$ cat src/ultrasonic_regs_pkg.sv
// constants, types and helpers for the ultrasonic control and status register bank
`default_nettype none

package ultrasonic_regs_pkg;

    // register addresses on the serial port
    localparam logic [5:0] ADDR_ECHO   = 6'h17;
    localparam logic [5:0] ADDR_ZC     = 6'h18;
    localparam logic [5:0] ADDR_BURST  = 6'h1A;
    localparam logic [5:0] ADDR_MODE   = 6'h1B;
    localparam logic [5:0] ADDR_STATUS = 6'h1C;

    // reset values
    localparam logic [7:0] ECHO_RESET   = 8'h07;
    localparam logic [7:0] ZC_RESET     = 8'h14;
    localparam logic [7:0] BURST_RESET  = 8'h00;
    localparam logic [7:0] MODE_RESET   = 8'h00;

    // writable bits; the rest are reserved and read as zero
    localparam logic [7:0] ECHO_WMASK  = 8'h1F;
    localparam logic [7:0] ZC_WMASK    = 8'hFF;
    localparam logic [7:0] BURST_WMASK = 8'hFF;
    localparam logic [7:0] MODE_WMASK  = 8'hC3;

    // field positions
    localparam int ECHO_EN_BIT     = 4;
    localparam int ECHO_THR_MSB    = 3;
    localparam int ZC_EN_BIT       = 7;
    localparam int ZC_GATE_BIT     = 6;
    localparam int ZC_INSEL_BIT    = 5;
    localparam int ZC_STG_MSB      = 4;
    localparam int ZC_STG_LSB      = 3;
    localparam int ZC_HYST_MSB     = 2;
    localparam int HALF_BRG_BIT    = 7;
    localparam int PRE_DRV_BIT     = 6;
    localparam int PULSE_MSB       = 5;
    localparam int SLEEP_BIT       = 7;
    localparam int STDBY_BIT       = 6;
    localparam int CHARGE_TRIG_BIT = 1;
    localparam int BURST_CMD_BIT   = 0;
    localparam int READY_BIT       = 3;
    localparam int PCNT_FLT_BIT    = 2;
    localparam int STUCK_FLT_BIT   = 1;
    localparam int CRC_FLT_BIT     = 0;

    // echo threshold in millivolts: base plus step times code
    localparam logic [10:0] THR_LO_BASE_MV = 11'h190;
    localparam logic [10:0] THR_LO_STEP_MV = 11'h028;
    localparam logic [10:0] THR_HI_BASE_MV = 11'h258;
    localparam logic [10:0] THR_HI_STEP_MV = 11'h03C;

    // io mode in which the burst command bit is honoured
    localparam logic [1:0] IO_MODE_CMD     = 2'h0;
    localparam logic [2:0] STUCK_CHECK_OFF = 3'h7;

    // stuck driver timeouts
    localparam int SYS_CLK_MHZ  = 20;
    localparam int STUCK_T0_US  = 64;
    localparam int STUCK_T1_US  = 48;
    localparam int STUCK_T2_US  = 32;
    localparam int STUCK_T3_US  = 24;
    localparam int STUCK_T4_US  = 16;
    localparam int STUCK_T5_US  = 8;
    localparam int STUCK_T6_US  = 4;
    localparam logic [10:0] STUCK_C0 = 11'(STUCK_T0_US * SYS_CLK_MHZ);
    localparam logic [10:0] STUCK_C1 = 11'(STUCK_T1_US * SYS_CLK_MHZ);
    localparam logic [10:0] STUCK_C2 = 11'(STUCK_T2_US * SYS_CLK_MHZ);
    localparam logic [10:0] STUCK_C3 = 11'(STUCK_T3_US * SYS_CLK_MHZ);
    localparam logic [10:0] STUCK_C4 = 11'(STUCK_T4_US * SYS_CLK_MHZ);
    localparam logic [10:0] STUCK_C5 = 11'(STUCK_T5_US * SYS_CLK_MHZ);
    localparam logic [10:0] STUCK_C6 = 11'(STUCK_T6_US * SYS_CLK_MHZ);
    localparam logic [10:0] IDLE_MAX = 11'h7FF;

    // serial frame: read flag, six address bits, spare, eight data bits
    localparam logic [4:0] HEADER_LAST = 5'h07;
    localparam logic [4:0] FRAME_LAST  = 5'h0F;

    typedef enum logic [1:0] {
        PH_HEAD = 2'b00,
        PH_DATA = 2'b01,
        PH_DONE = 2'b10
    } spi_phase_t;

    typedef struct packed {
        logic       sleep;
        logic       standby;
        logic       half_bridge;
        logic       pre_driver;
        logic       zc_input_sel;
        logic [1:0] zc_stage;
        logic [2:0] zc_hyst;
        logic       charge_enable;
        logic       burst_enable;
    } front_end_cfg_t;

    function automatic logic [10:0] thr_mv(input logic [3:0] code, input logic scale);
        if (scale) begin
            thr_mv = THR_HI_BASE_MV + THR_HI_STEP_MV * {7'h00, code};
        end else begin
            thr_mv = THR_LO_BASE_MV + THR_LO_STEP_MV * {7'h00, code};
        end
    endfunction

    function automatic logic [10:0] stuck_limit(input logic [2:0] code);
        case (code)
            3'h0:    stuck_limit = STUCK_C0;
            3'h1:    stuck_limit = STUCK_C1;
            3'h2:    stuck_limit = STUCK_C2;
            3'h3:    stuck_limit = STUCK_C3;
            3'h4:    stuck_limit = STUCK_C4;
            3'h5:    stuck_limit = STUCK_C5;
            3'h6:    stuck_limit = STUCK_C6;
            default: stuck_limit = IDLE_MAX;
        endcase
    endfunction

endpackage

`default_nettype wire

$ cat src/burst_fault_monitor.sv
// pulse count and stuck driver checks during a burst
`timescale 1ns/1ns
`default_nettype none

module burst_fault_monitor
    import ultrasonic_regs_pkg::*;
(
    // clock and reset
    input  wire logic       clk_sys,
    input  wire logic       rst_n,
    // burst state and pulse pin
    input  wire logic       burst_on,
    input  wire logic       pulse_pin,
    input  wire logic [5:0] pulse_target,
    input  wire logic [2:0] deglitch,
    input  wire logic       clear_faults,
    // sticky flags
    output logic            pulse_fault_q,
    output logic            stuck_fault_q
);

    logic        pin_q;
    logic        burst_q;
    logic [6:0]  count_q;
    logic [10:0] idle_q;
    logic        toggle;
    logic        end_short;
    logic        stuck_hit;

    assign toggle    = pulse_pin ^ pin_q;
    assign end_short = burst_q && !burst_on && (pulse_target != 6'h00)
                       && (count_q < {1'b0, pulse_target});
    assign stuck_hit = burst_on && (deglitch != STUCK_CHECK_OFF)
                       && (idle_q >= stuck_limit(deglitch));

    always_ff @(posedge clk_sys) begin
        if (!rst_n) begin
            pin_q   <= 1'b0;
            burst_q <= 1'b0;
        end else begin
            pin_q   <= pulse_pin;
            burst_q <= burst_on;
        end
    end

    // saturates so a long continuous burst cannot wrap
    always_ff @(posedge clk_sys) begin
        if (!rst_n || !burst_on) begin
            count_q <= 7'h00;
        end else if (pulse_pin && !pin_q && count_q != 7'h7F) begin
            count_q <= count_q + 7'h01;
        end
    end

    always_ff @(posedge clk_sys) begin
        if (!rst_n || !burst_on || toggle) begin
            idle_q <= 11'h000;
        end else if (idle_q != IDLE_MAX) begin
            idle_q <= idle_q + 11'h001;
        end
    end

    // a new fault wins over a read clear in the same cycle
    always_ff @(posedge clk_sys) begin
        if (!rst_n) begin
            pulse_fault_q <= 1'b0;
        end else if (end_short) begin
            pulse_fault_q <= 1'b1;
        end else if (clear_faults) begin
            pulse_fault_q <= 1'b0;
        end
    end

    always_ff @(posedge clk_sys) begin
        if (!rst_n) begin
            stuck_fault_q <= 1'b0;
        end else if (stuck_hit) begin
            stuck_fault_q <= 1'b1;
        end else if (clear_faults) begin
            stuck_fault_q <= 1'b0;
        end
    end
endmodule

`default_nettype wire

$ cat src/ultrasonic_ctrl_status_regs.sv
// control and status register bank of the ultrasonic driver and receiver front end
`timescale 1ns/1ns
`default_nettype none

module ultrasonic_ctrl_status_regs
    import ultrasonic_regs_pkg::*;
(
    // clock and reset
    input  wire logic        CLK_SYS,
    input  wire logic        RST_N,
    // serial register port
    input  wire logic        SPI_CS_N,
    input  wire logic        SPI_SCLK,
    input  wire logic        SPI_MOSI,
    output logic             SPI_MISO,
    output logic             SPI_MISO_OE,
    // fields held in neighbouring registers
    input  wire logic [1:0]  IO_MODE,
    input  wire logic [2:0]  STUCK_DRIVER_DEGLITCH_TIME,
    input  wire logic        LISTEN_CHARGE_AUTO_OFF,
    input  wire logic        DRIVE_SUPPLY_HIGH_IMPEDANCE,
    input  wire logic        OUTPUT_SCALE_SELECT,
    // front end sense
    input  wire logic [10:0] ECHO_LEVEL_MV,
    input  wire logic [3:0]  ZC_POS_MINUS_CM,
    input  wire logic [3:0]  ZC_POS_MINUS_NEG,
    input  wire logic        BURST_CONTROL_PIN_TWO,
    input  wire logic        DRIVE_SUPPLY_AT_LEVEL,
    input  wire logic        NVM_CHECKSUM_BAD,
    // outputs to pins and analog
    output logic             THRESHOLD_CROSSING_OUTPUT,
    output logic             ZERO_CROSS_OUTPUT,
    output front_end_cfg_t   FRONT_END_CFG
);

    logic [7:0]  echo_q;
    logic [7:0]  zc_q;
    logic [7:0]  burst_q;
    logic [7:0]  mode_q;
    logic        ready_q;
    logic        crc_q;
    logic        pcnt_flt;
    logic        stuck_flt;
    logic [7:0]  status_word;

    logic        sclk_q;
    logic [4:0]  bit_cnt_q;
    logic [6:0]  shift_q;
    logic        rd_q;
    logic [5:0]  addr_q;
    logic [7:0]  out_q;
    logic        miso_q;
    spi_phase_t  phase_q;

    logic        sclk_rise;
    logic        sclk_fall;
    logic        header_done;
    logic        frame_done;
    logic        wr_en;
    logic [7:0]  wdata;
    logic        status_read;
    logic        burst_en;
    logic        echo_hit;
    logic        zc_src;
    logic        charge_d;

    function automatic logic [7:0] read_word(input logic [5:0] addr,
                                             input logic [7:0] echo,
                                             input logic [7:0] zc,
                                             input logic [7:0] burst,
                                             input logic [7:0] mode,
                                             input logic [7:0] status);
        case (addr)
            ADDR_ECHO:   read_word = echo;
            ADDR_ZC:     read_word = zc;
            ADDR_BURST:  read_word = burst;
            ADDR_MODE:   read_word = mode;
            ADDR_STATUS: read_word = status;
            default:     read_word = 8'h00;
        endcase
    endfunction

    // serial framing; sclk is sampled as an ordinary synchronous input
    assign sclk_rise   = SPI_SCLK && !sclk_q;
    assign sclk_fall   = !SPI_SCLK && sclk_q;
    assign header_done = !SPI_CS_N && sclk_rise && phase_q == PH_HEAD
                         && bit_cnt_q == HEADER_LAST;
    assign frame_done  = !SPI_CS_N && sclk_rise && phase_q == PH_DATA
                         && bit_cnt_q == FRAME_LAST;
    assign wdata       = {shift_q, SPI_MOSI};
    assign wr_en       = frame_done && !rd_q;
    assign status_read = header_done && shift_q[6] && shift_q[5:0] == ADDR_STATUS;
    assign SPI_MISO    = miso_q;
    assign SPI_MISO_OE = !SPI_CS_N;

    always_ff @(posedge CLK_SYS) begin
        if (!RST_N) begin
            sclk_q <= 1'b0;
        end else begin
            sclk_q <= SPI_SCLK;
        end
    end

    // a frame cut short by chip select writes no configuration register
    always_ff @(posedge CLK_SYS) begin
        if (!RST_N || SPI_CS_N) begin
            phase_q <= PH_HEAD;
        end else begin
            case (phase_q)
                PH_HEAD: begin
                    if (header_done) begin
                        phase_q <= PH_DATA;
                    end
                end
                PH_DATA: begin
                    if (frame_done) begin
                        phase_q <= PH_DONE;
                    end
                end
                PH_DONE: phase_q <= PH_DONE;
                default: phase_q <= PH_HEAD;
            endcase
        end
    end

    always_ff @(posedge CLK_SYS) begin
        if (!RST_N || SPI_CS_N) begin
            bit_cnt_q <= 5'h00;
            shift_q   <= 7'h00;
        end else if (sclk_rise && phase_q != PH_DONE) begin
            bit_cnt_q <= bit_cnt_q + 5'h01;
            shift_q   <= {shift_q[5:0], SPI_MOSI};
        end
    end

    always_ff @(posedge CLK_SYS) begin
        if (!RST_N) begin
            rd_q   <= 1'b0;
            addr_q <= 6'h00;
        end else if (header_done) begin
            rd_q   <= shift_q[6];
            addr_q <= shift_q[5:0];
        end
    end

    // read data is captured at the header so later updates cannot tear a byte
    always_ff @(posedge CLK_SYS) begin
        if (!RST_N || SPI_CS_N) begin
            out_q  <= 8'h00;
            miso_q <= 1'b0;
        end else if (header_done) begin
            out_q <= shift_q[6] ? read_word(shift_q[5:0], echo_q, zc_q, burst_q,
                                            mode_q, status_word) : 8'h00;
        end else if (sclk_fall && phase_q == PH_DATA) begin
            miso_q <= out_q[7];
            out_q  <= {out_q[6:0], 1'b0};
        end
    end

    // configuration registers; masks keep reserved bits at zero
    always_ff @(posedge CLK_SYS) begin
        if (!RST_N) begin
            echo_q  <= ECHO_RESET;
            zc_q    <= ZC_RESET;
            burst_q <= BURST_RESET;
            mode_q  <= MODE_RESET;
        end else if (wr_en) begin
            case (addr_q)
                ADDR_ECHO:  echo_q  <= wdata & ECHO_WMASK;
                ADDR_ZC:    zc_q    <= wdata & ZC_WMASK;
                ADDR_BURST: burst_q <= wdata & BURST_WMASK;
                ADDR_MODE:  mode_q  <= wdata & MODE_WMASK;
                default:    echo_q  <= echo_q;
            endcase
        end
    end

    // status bits track their sources; pulse count and stuck faults are sticky until read
    always_ff @(posedge CLK_SYS) begin
        if (!RST_N) begin
            ready_q <= 1'b0;
            crc_q   <= 1'b0;
        end else begin
            ready_q <= DRIVE_SUPPLY_AT_LEVEL;
            crc_q   <= NVM_CHECKSUM_BAD;
        end
    end

    always_comb begin
        status_word                = 8'h00;
        status_word[READY_BIT]     = ready_q;
        status_word[PCNT_FLT_BIT]  = pcnt_flt;
        status_word[STUCK_FLT_BIT] = stuck_flt;
        status_word[CRC_FLT_BIT]   = crc_q;
    end

    // only io mode zero lets software start a burst
    assign burst_en = mode_q[BURST_CMD_BIT] && IO_MODE == IO_MODE_CMD;

    burst_fault_monitor u_monitor (
        .clk_sys       (CLK_SYS),
        .rst_n         (RST_N),
        .burst_on      (burst_en),
        .pulse_pin     (BURST_CONTROL_PIN_TWO),
        .pulse_target  (burst_q[PULSE_MSB:0]),
        .deglitch      (STUCK_DRIVER_DEGLITCH_TIME),
        .clear_faults  (status_read),
        .pulse_fault_q (pcnt_flt),
        .stuck_fault_q (stuck_flt)
    );

    // comparators
    assign echo_hit = echo_q[ECHO_EN_BIT] && ECHO_LEVEL_MV >=
                      thr_mv(echo_q[ECHO_THR_MSB:0], OUTPUT_SCALE_SELECT);
    assign zc_src   = zc_q[ZC_INSEL_BIT] ? ZC_POS_MINUS_NEG[zc_q[ZC_STG_MSB:ZC_STG_LSB]]
                                         : ZC_POS_MINUS_CM[zc_q[ZC_STG_MSB:ZC_STG_LSB]];

    always_ff @(posedge CLK_SYS) begin
        if (!RST_N) begin
            THRESHOLD_CROSSING_OUTPUT <= 1'b0;
            ZERO_CROSS_OUTPUT         <= 1'b0;
        end else begin
            THRESHOLD_CROSSING_OUTPUT <= echo_hit;
            ZERO_CROSS_OUTPUT         <= zc_q[ZC_EN_BIT] && zc_src
                                         && (!zc_q[ZC_GATE_BIT] || echo_hit);
        end
    end

    // charging off in high impedance; with auto-off it follows trigger or burst
    assign charge_d = !DRIVE_SUPPLY_HIGH_IMPEDANCE
                      && (!LISTEN_CHARGE_AUTO_OFF || mode_q[CHARGE_TRIG_BIT] || burst_en);

    always_ff @(posedge CLK_SYS) begin
        if (!RST_N) begin
            FRONT_END_CFG <= '0;
        end else begin
            FRONT_END_CFG.sleep         <= mode_q[SLEEP_BIT];
            FRONT_END_CFG.standby       <= mode_q[STDBY_BIT];
            FRONT_END_CFG.half_bridge   <= burst_q[HALF_BRG_BIT];
            FRONT_END_CFG.pre_driver    <= burst_q[PRE_DRV_BIT];
            FRONT_END_CFG.zc_input_sel  <= zc_q[ZC_INSEL_BIT];
            FRONT_END_CFG.zc_stage      <= zc_q[ZC_STG_MSB:ZC_STG_LSB];
            FRONT_END_CFG.zc_hyst       <= zc_q[ZC_HYST_MSB:0];
            FRONT_END_CFG.charge_enable <= charge_d;
            FRONT_END_CFG.burst_enable  <= burst_en;
        end
    end
endmodule

`default_nettype wire

$ cat config.mk
export PLATFORM = sky130hd
export DESIGN_NAME = ultrasonic_ctrl_status_regs
export DESIGN_NICKNAME = d
export VERILOG_FILES = /design/src/ultrasonic_regs_pkg.sv /design/src/burst_fault_monitor.sv /design/src/ultrasonic_ctrl_status_regs.sv
export SDC_FILE = /design/constraint.sdc
export NUM_CORES = 1
export LEC_CHECK = 0
export ABC_AREA = 1
export BUFFER_PORTS_ARGS = -buffer_cell sky130_fd_sc_hd__buf_2
export CORE_MARGIN = 2
export CORE_UTILIZATION = 55
export CTS_CLUSTER_DIAMETER = 120
export DETAILED_ROUTE_END_ITERATION = 8
export HOLD_SLACK_MARGIN = 0.06
export PLACE_DENSITY = 0.82
export SYNTH_ARGS = -nofsm -noshare
export SYNTH_HDL_FRONTEND = slang
export SYNTH_HIERARCHICAL = 1
export SYNTH_SLANG_ARGS = --single-unit
$ cat constraint.sdc
create_clock -name CLK_SYS -period 3.9 [get_ports CLK_SYS]
set_input_delay 0.585 -clock CLK_SYS [delete_from_list [all_inputs] [get_ports CLK_SYS]]
set_output_delay 0.585 -clock CLK_SYS [all_outputs]
set_load 0.05 [all_outputs]
==> metrics.md <==
| Metric | Value |
|---|---|
| Status | `complete, no violations` |
| Clock tree sinks | `94` |
| Required time worst endpoint | `4.16 ns` |
| Die area | `10900 um^2` |
| Mapped Nets | `847` |
| Final Max Slew Viols | `0` |
| Routability Congestion | `0.880` |
| WP data arrival | `3.85 ns` |
| Max-Cap Viols | `0` |
| Fraction of registers with async set or reset after synthesis | `0%` |
| First-pass GRT wire length | `21.4 mm` |
| Die H | `104 um` |
| Layout cells sized above 1 | `15.1%` |
| Antenna diodes | `0` |
| Vias in the first global route | `4858` |
| Crit Reg-Reg Startpoint | `echo_q[3]$_SDFFE_PN0P_` |
| Final Cycle Share | `92.1%` |
| CTS Hold Buffers Added | `0` |
| Gate Count Post-Synth | `759` |
| Slew margin rel. | `37.0%` |
| CP Capture Point | `ZERO_CROSS_OUTPUT$_SDFF_PN0_` |
| Drt drc | `0` |
| Yosys reg bits | `94` |
| Via count | `5117` |
| Initial antenna violation count | `0` |
| CTS H-Tree Depth | `3` |
| PortBufs | `50` |
| Synth cell types | `52` |
| Average size of a mapped cell | `7.31 um^2` |
| CP Launch Point | `echo_q[3]$_SDFFE_PN0P_` |
| Worst hold path class | `in2reg` |
| Commonest cells after routing, fill and taps aside | `152 x nand2_1, 105 x inv_1, 93 x dfxtp_1, 70 x o21ai_0, 62 x nor2_1` |
| Total Nets Final | `899` |
| Worst-path clk slew | `0.09 ns` |
| CTS tree | `built` |
| Max rail drop VDD | `0.203 mV` |
| Core ar. | `9770 um^2` |
| Num rows | `36` |
| Crit. End Element | `flop` |
| Critical path type | `reg2reg` |
| Worst r2r path cells | `22` |
| Post-synthesis sequential area ratio | `33.9%` |
| CTS Root Cell | `clkbuf_8` |
| Final setup fails | `0` |
| Final HPWL DP | `9.57 mm` |
| Worst skew pair latency | `0.37 ns` |
| Reg2Reg Setup Slack | `0.31 ns` |
| Fmax | `0.278 GHz` |
| Commonest non-fill, non-tap cell in the layout | `nand2_1` |
| Critical R2R Capture | `ZERO_CROSS_OUTPUT$_SDFF_PN0_` |
| Fillers | `860` |
| Startpoint types | `flop` |
| Die width | `104 um` |
| GRT overflow | `0` |
| Pre-antenna DRT Iters | `5` |
| Placed cell count | `932` |
| DR WL/cell | `13.1 um` |
| Cell Area, Synth | `5550 um^2` |
| Finished Layout Cells | `949` |
| Routed WL | `12.4 mm` |
| Combinational power share | `7.3%` |
| Largest net degree at the start of global routing | `44` |
| Cell Chain, Critical Path | `fa_1, fa_1, inv_1, fa_1, inv_1, nand2_1, nand2_1, nand2_1, nand2_1, nand2_1, nand2_1, nand2_1, nand2_1, nor2_1, a21oi_1, ha_1, a21oi_1, nor2_1, a211oi_2, nand2_1, nand2_1, a21oi_1` |
| Total CTS buffers | `9` |
| Total internal power | `1270 uW` |
| Net Switching | `459 uW` |
| Flop pwr share | `56.4%` |
| Antenna-violating nets left | `0` |
| Final Hold Vio Count | `0` |
| Leak Pwr | `0.00287 uW` |
| Crit-path max cell delay | `0.52 ns` |
| I/O pins | `51` |
| Worst-case clock buffer depth | `2` |
| Most used cell, CP | `nand2_1` |
| Layout Skew | `0.00781 ns` |
| Unrepaired setup endpoints after global routing | `no` |
| Slew @ Worst Pin | `0.940 ns` |
| Initial detailed-routing violation count | `385` |
| Minimum clock period | `3.59 ns` |
| Ys Warns | `6` |
| EDFF count, synth | `0` |
| Area grow syn2layout | `10.5%` |
| GRT Total Usage | `23.7%` |
| CP Max Fanout | `3` |
| Clock power share | `36.3%` |
| Cell area power density | `282 nW/um^2` |
| Sw Share | `26.5%` |
| Via-to-Cell Ratio | `5.39` |
| Total design power | `1730 uW` |
| Starting density of the core | `56.7%` |
| Ys flop type | `dfxtp_1` |
| Final setup TNS | `0 ns` |
| Critical path's slowest cell | `fa_1` |
flip-flops by register name, indices dropped and copies added (netlist names), 2 cells and up:
name / count
FRONT_END_CFG: 12
u_monitor/idle_q: 11
burst_q: 8
out_q: 8
zc_q: 8
shift_q: 7
u_monitor/count_q: 7
addr_q: 6
bit_cnt_q: 5
echo_q: 5
mode_q: 4
phase_q: 2
worst min path at each step:
stage	startpoint	endpoint	slack, ns	cells past startpoint
floorplan	mode_q[6]$_SDFFE_PN0P_	FRONT_END_CFG[10]$_SDFF_PN0_	0.41	2
global placement	mode_q[6]$_SDFFE_PN0P_	FRONT_END_CFG[10]$_SDFF_PN0_	0.42	2
detailed placement	mode_q[7]$_SDFFE_PN0P_	FRONT_END_CFG[11]$_SDFF_PN0_	0.43	2
CTS	DRIVE_SUPPLY_HIGH_IMPEDANCE	FRONT_END_CFG[1]$_SDFF_PN0_	0.38	2
global route	DRIVE_SUPPLY_HIGH_IMPEDANCE	FRONT_END_CFG[1]$_SDFF_PN0_	0.38	2
finish	DRIVE_SUPPLY_HIGH_IMPEDANCE	FRONT_END_CFG[1]$_SDFF_PN0_	0.39	2
what timing repair did:
action / CTS / global route
buffers inserted: 0 / 1
endpoints found under the setup margin: 0 / 2
resized for setup: 0 / 5
area by class of cell:
cell class	instances	area, um^2	share of cell area, %
multi-input cells	531	3150	51.3
flip-flops and latches	94	1880	30.7
inverters	119	452	7.37
repair buffers	56	295	4.82
well taps	133	166	2.71
clock buffers	10	138	2.25
clock inverters	6	50.0	0.816
per-stage QoR:
stage	cell area, um^2	setup slack [ns]	util, %	hold slack, ns
after floorplan	5550	0.264	-	0.407
after global placement	5930	0.331	60.6	0.416
after detailed placement	5930	0.158	60.6	0.429
after CTS	6110	0.133	62.5	0.382
after global routing	6130	0.00361	62.7	0.383
final	6130	0.309	62.7	0.389
power by group through the flow:
stage / Combinational [uW] / Clock, uW / Sequential, uW
floorplan: 74.9 / 0 / 1000
global placement: 116 / 0 / 997
detailed placement: 122 / 0 / 997
CTS: 123 / 638 / 975
global route: 143 / 677 / 977
finish: 126 / 628 / 975
per-layer routing:
layer	wire length [um]	part of all wire, %	global-route usage (%)
met2	5990	48	41.4
met3	625	5.0	4.20
met5	0	0	0
met4	216	1.7	7.24
met1	5600	45	29.6
cells by family after synthesis:
kind of cell / after synthesis / synth area share, %
and+or+nand+nor: 295 / 24.6
xor gates and xnor gates: 13 / 2.05
buffers and inverters: 134 / 9.48
AOI/OAI and AO/OA: 170 / 17.3
adders and majority gates: 53 / 12.6
DFF: 94 / 33.9
worst max-delay path: cells and delay by family (launching register included):
kind	cells	cell delay, ns
AO/OA/AOI/OAI	4	0.51
adder cells (fa/ha/maj)	4	1.70
buffers and inverters	2	0.13
flip-flops	1	0.34
AND/OR/NAND/NOR	12	0.80
synthesized netlist by cell type (9+ instances only):
library cell	n	area, um^2
inv_1	106	398
inv_2	10	37.5
a21oi_1	61	305
nor3_1	9	45.0
nor2_1	63	236
nand4_1	13	81.3
ha_1	48	601
nand2_1	152	571
dfxtp_1	94	1880
o211ai_1	9	67.6
o21ai_0	71	355
nand3_1	30	150
(Power assumes the default switching activity.)
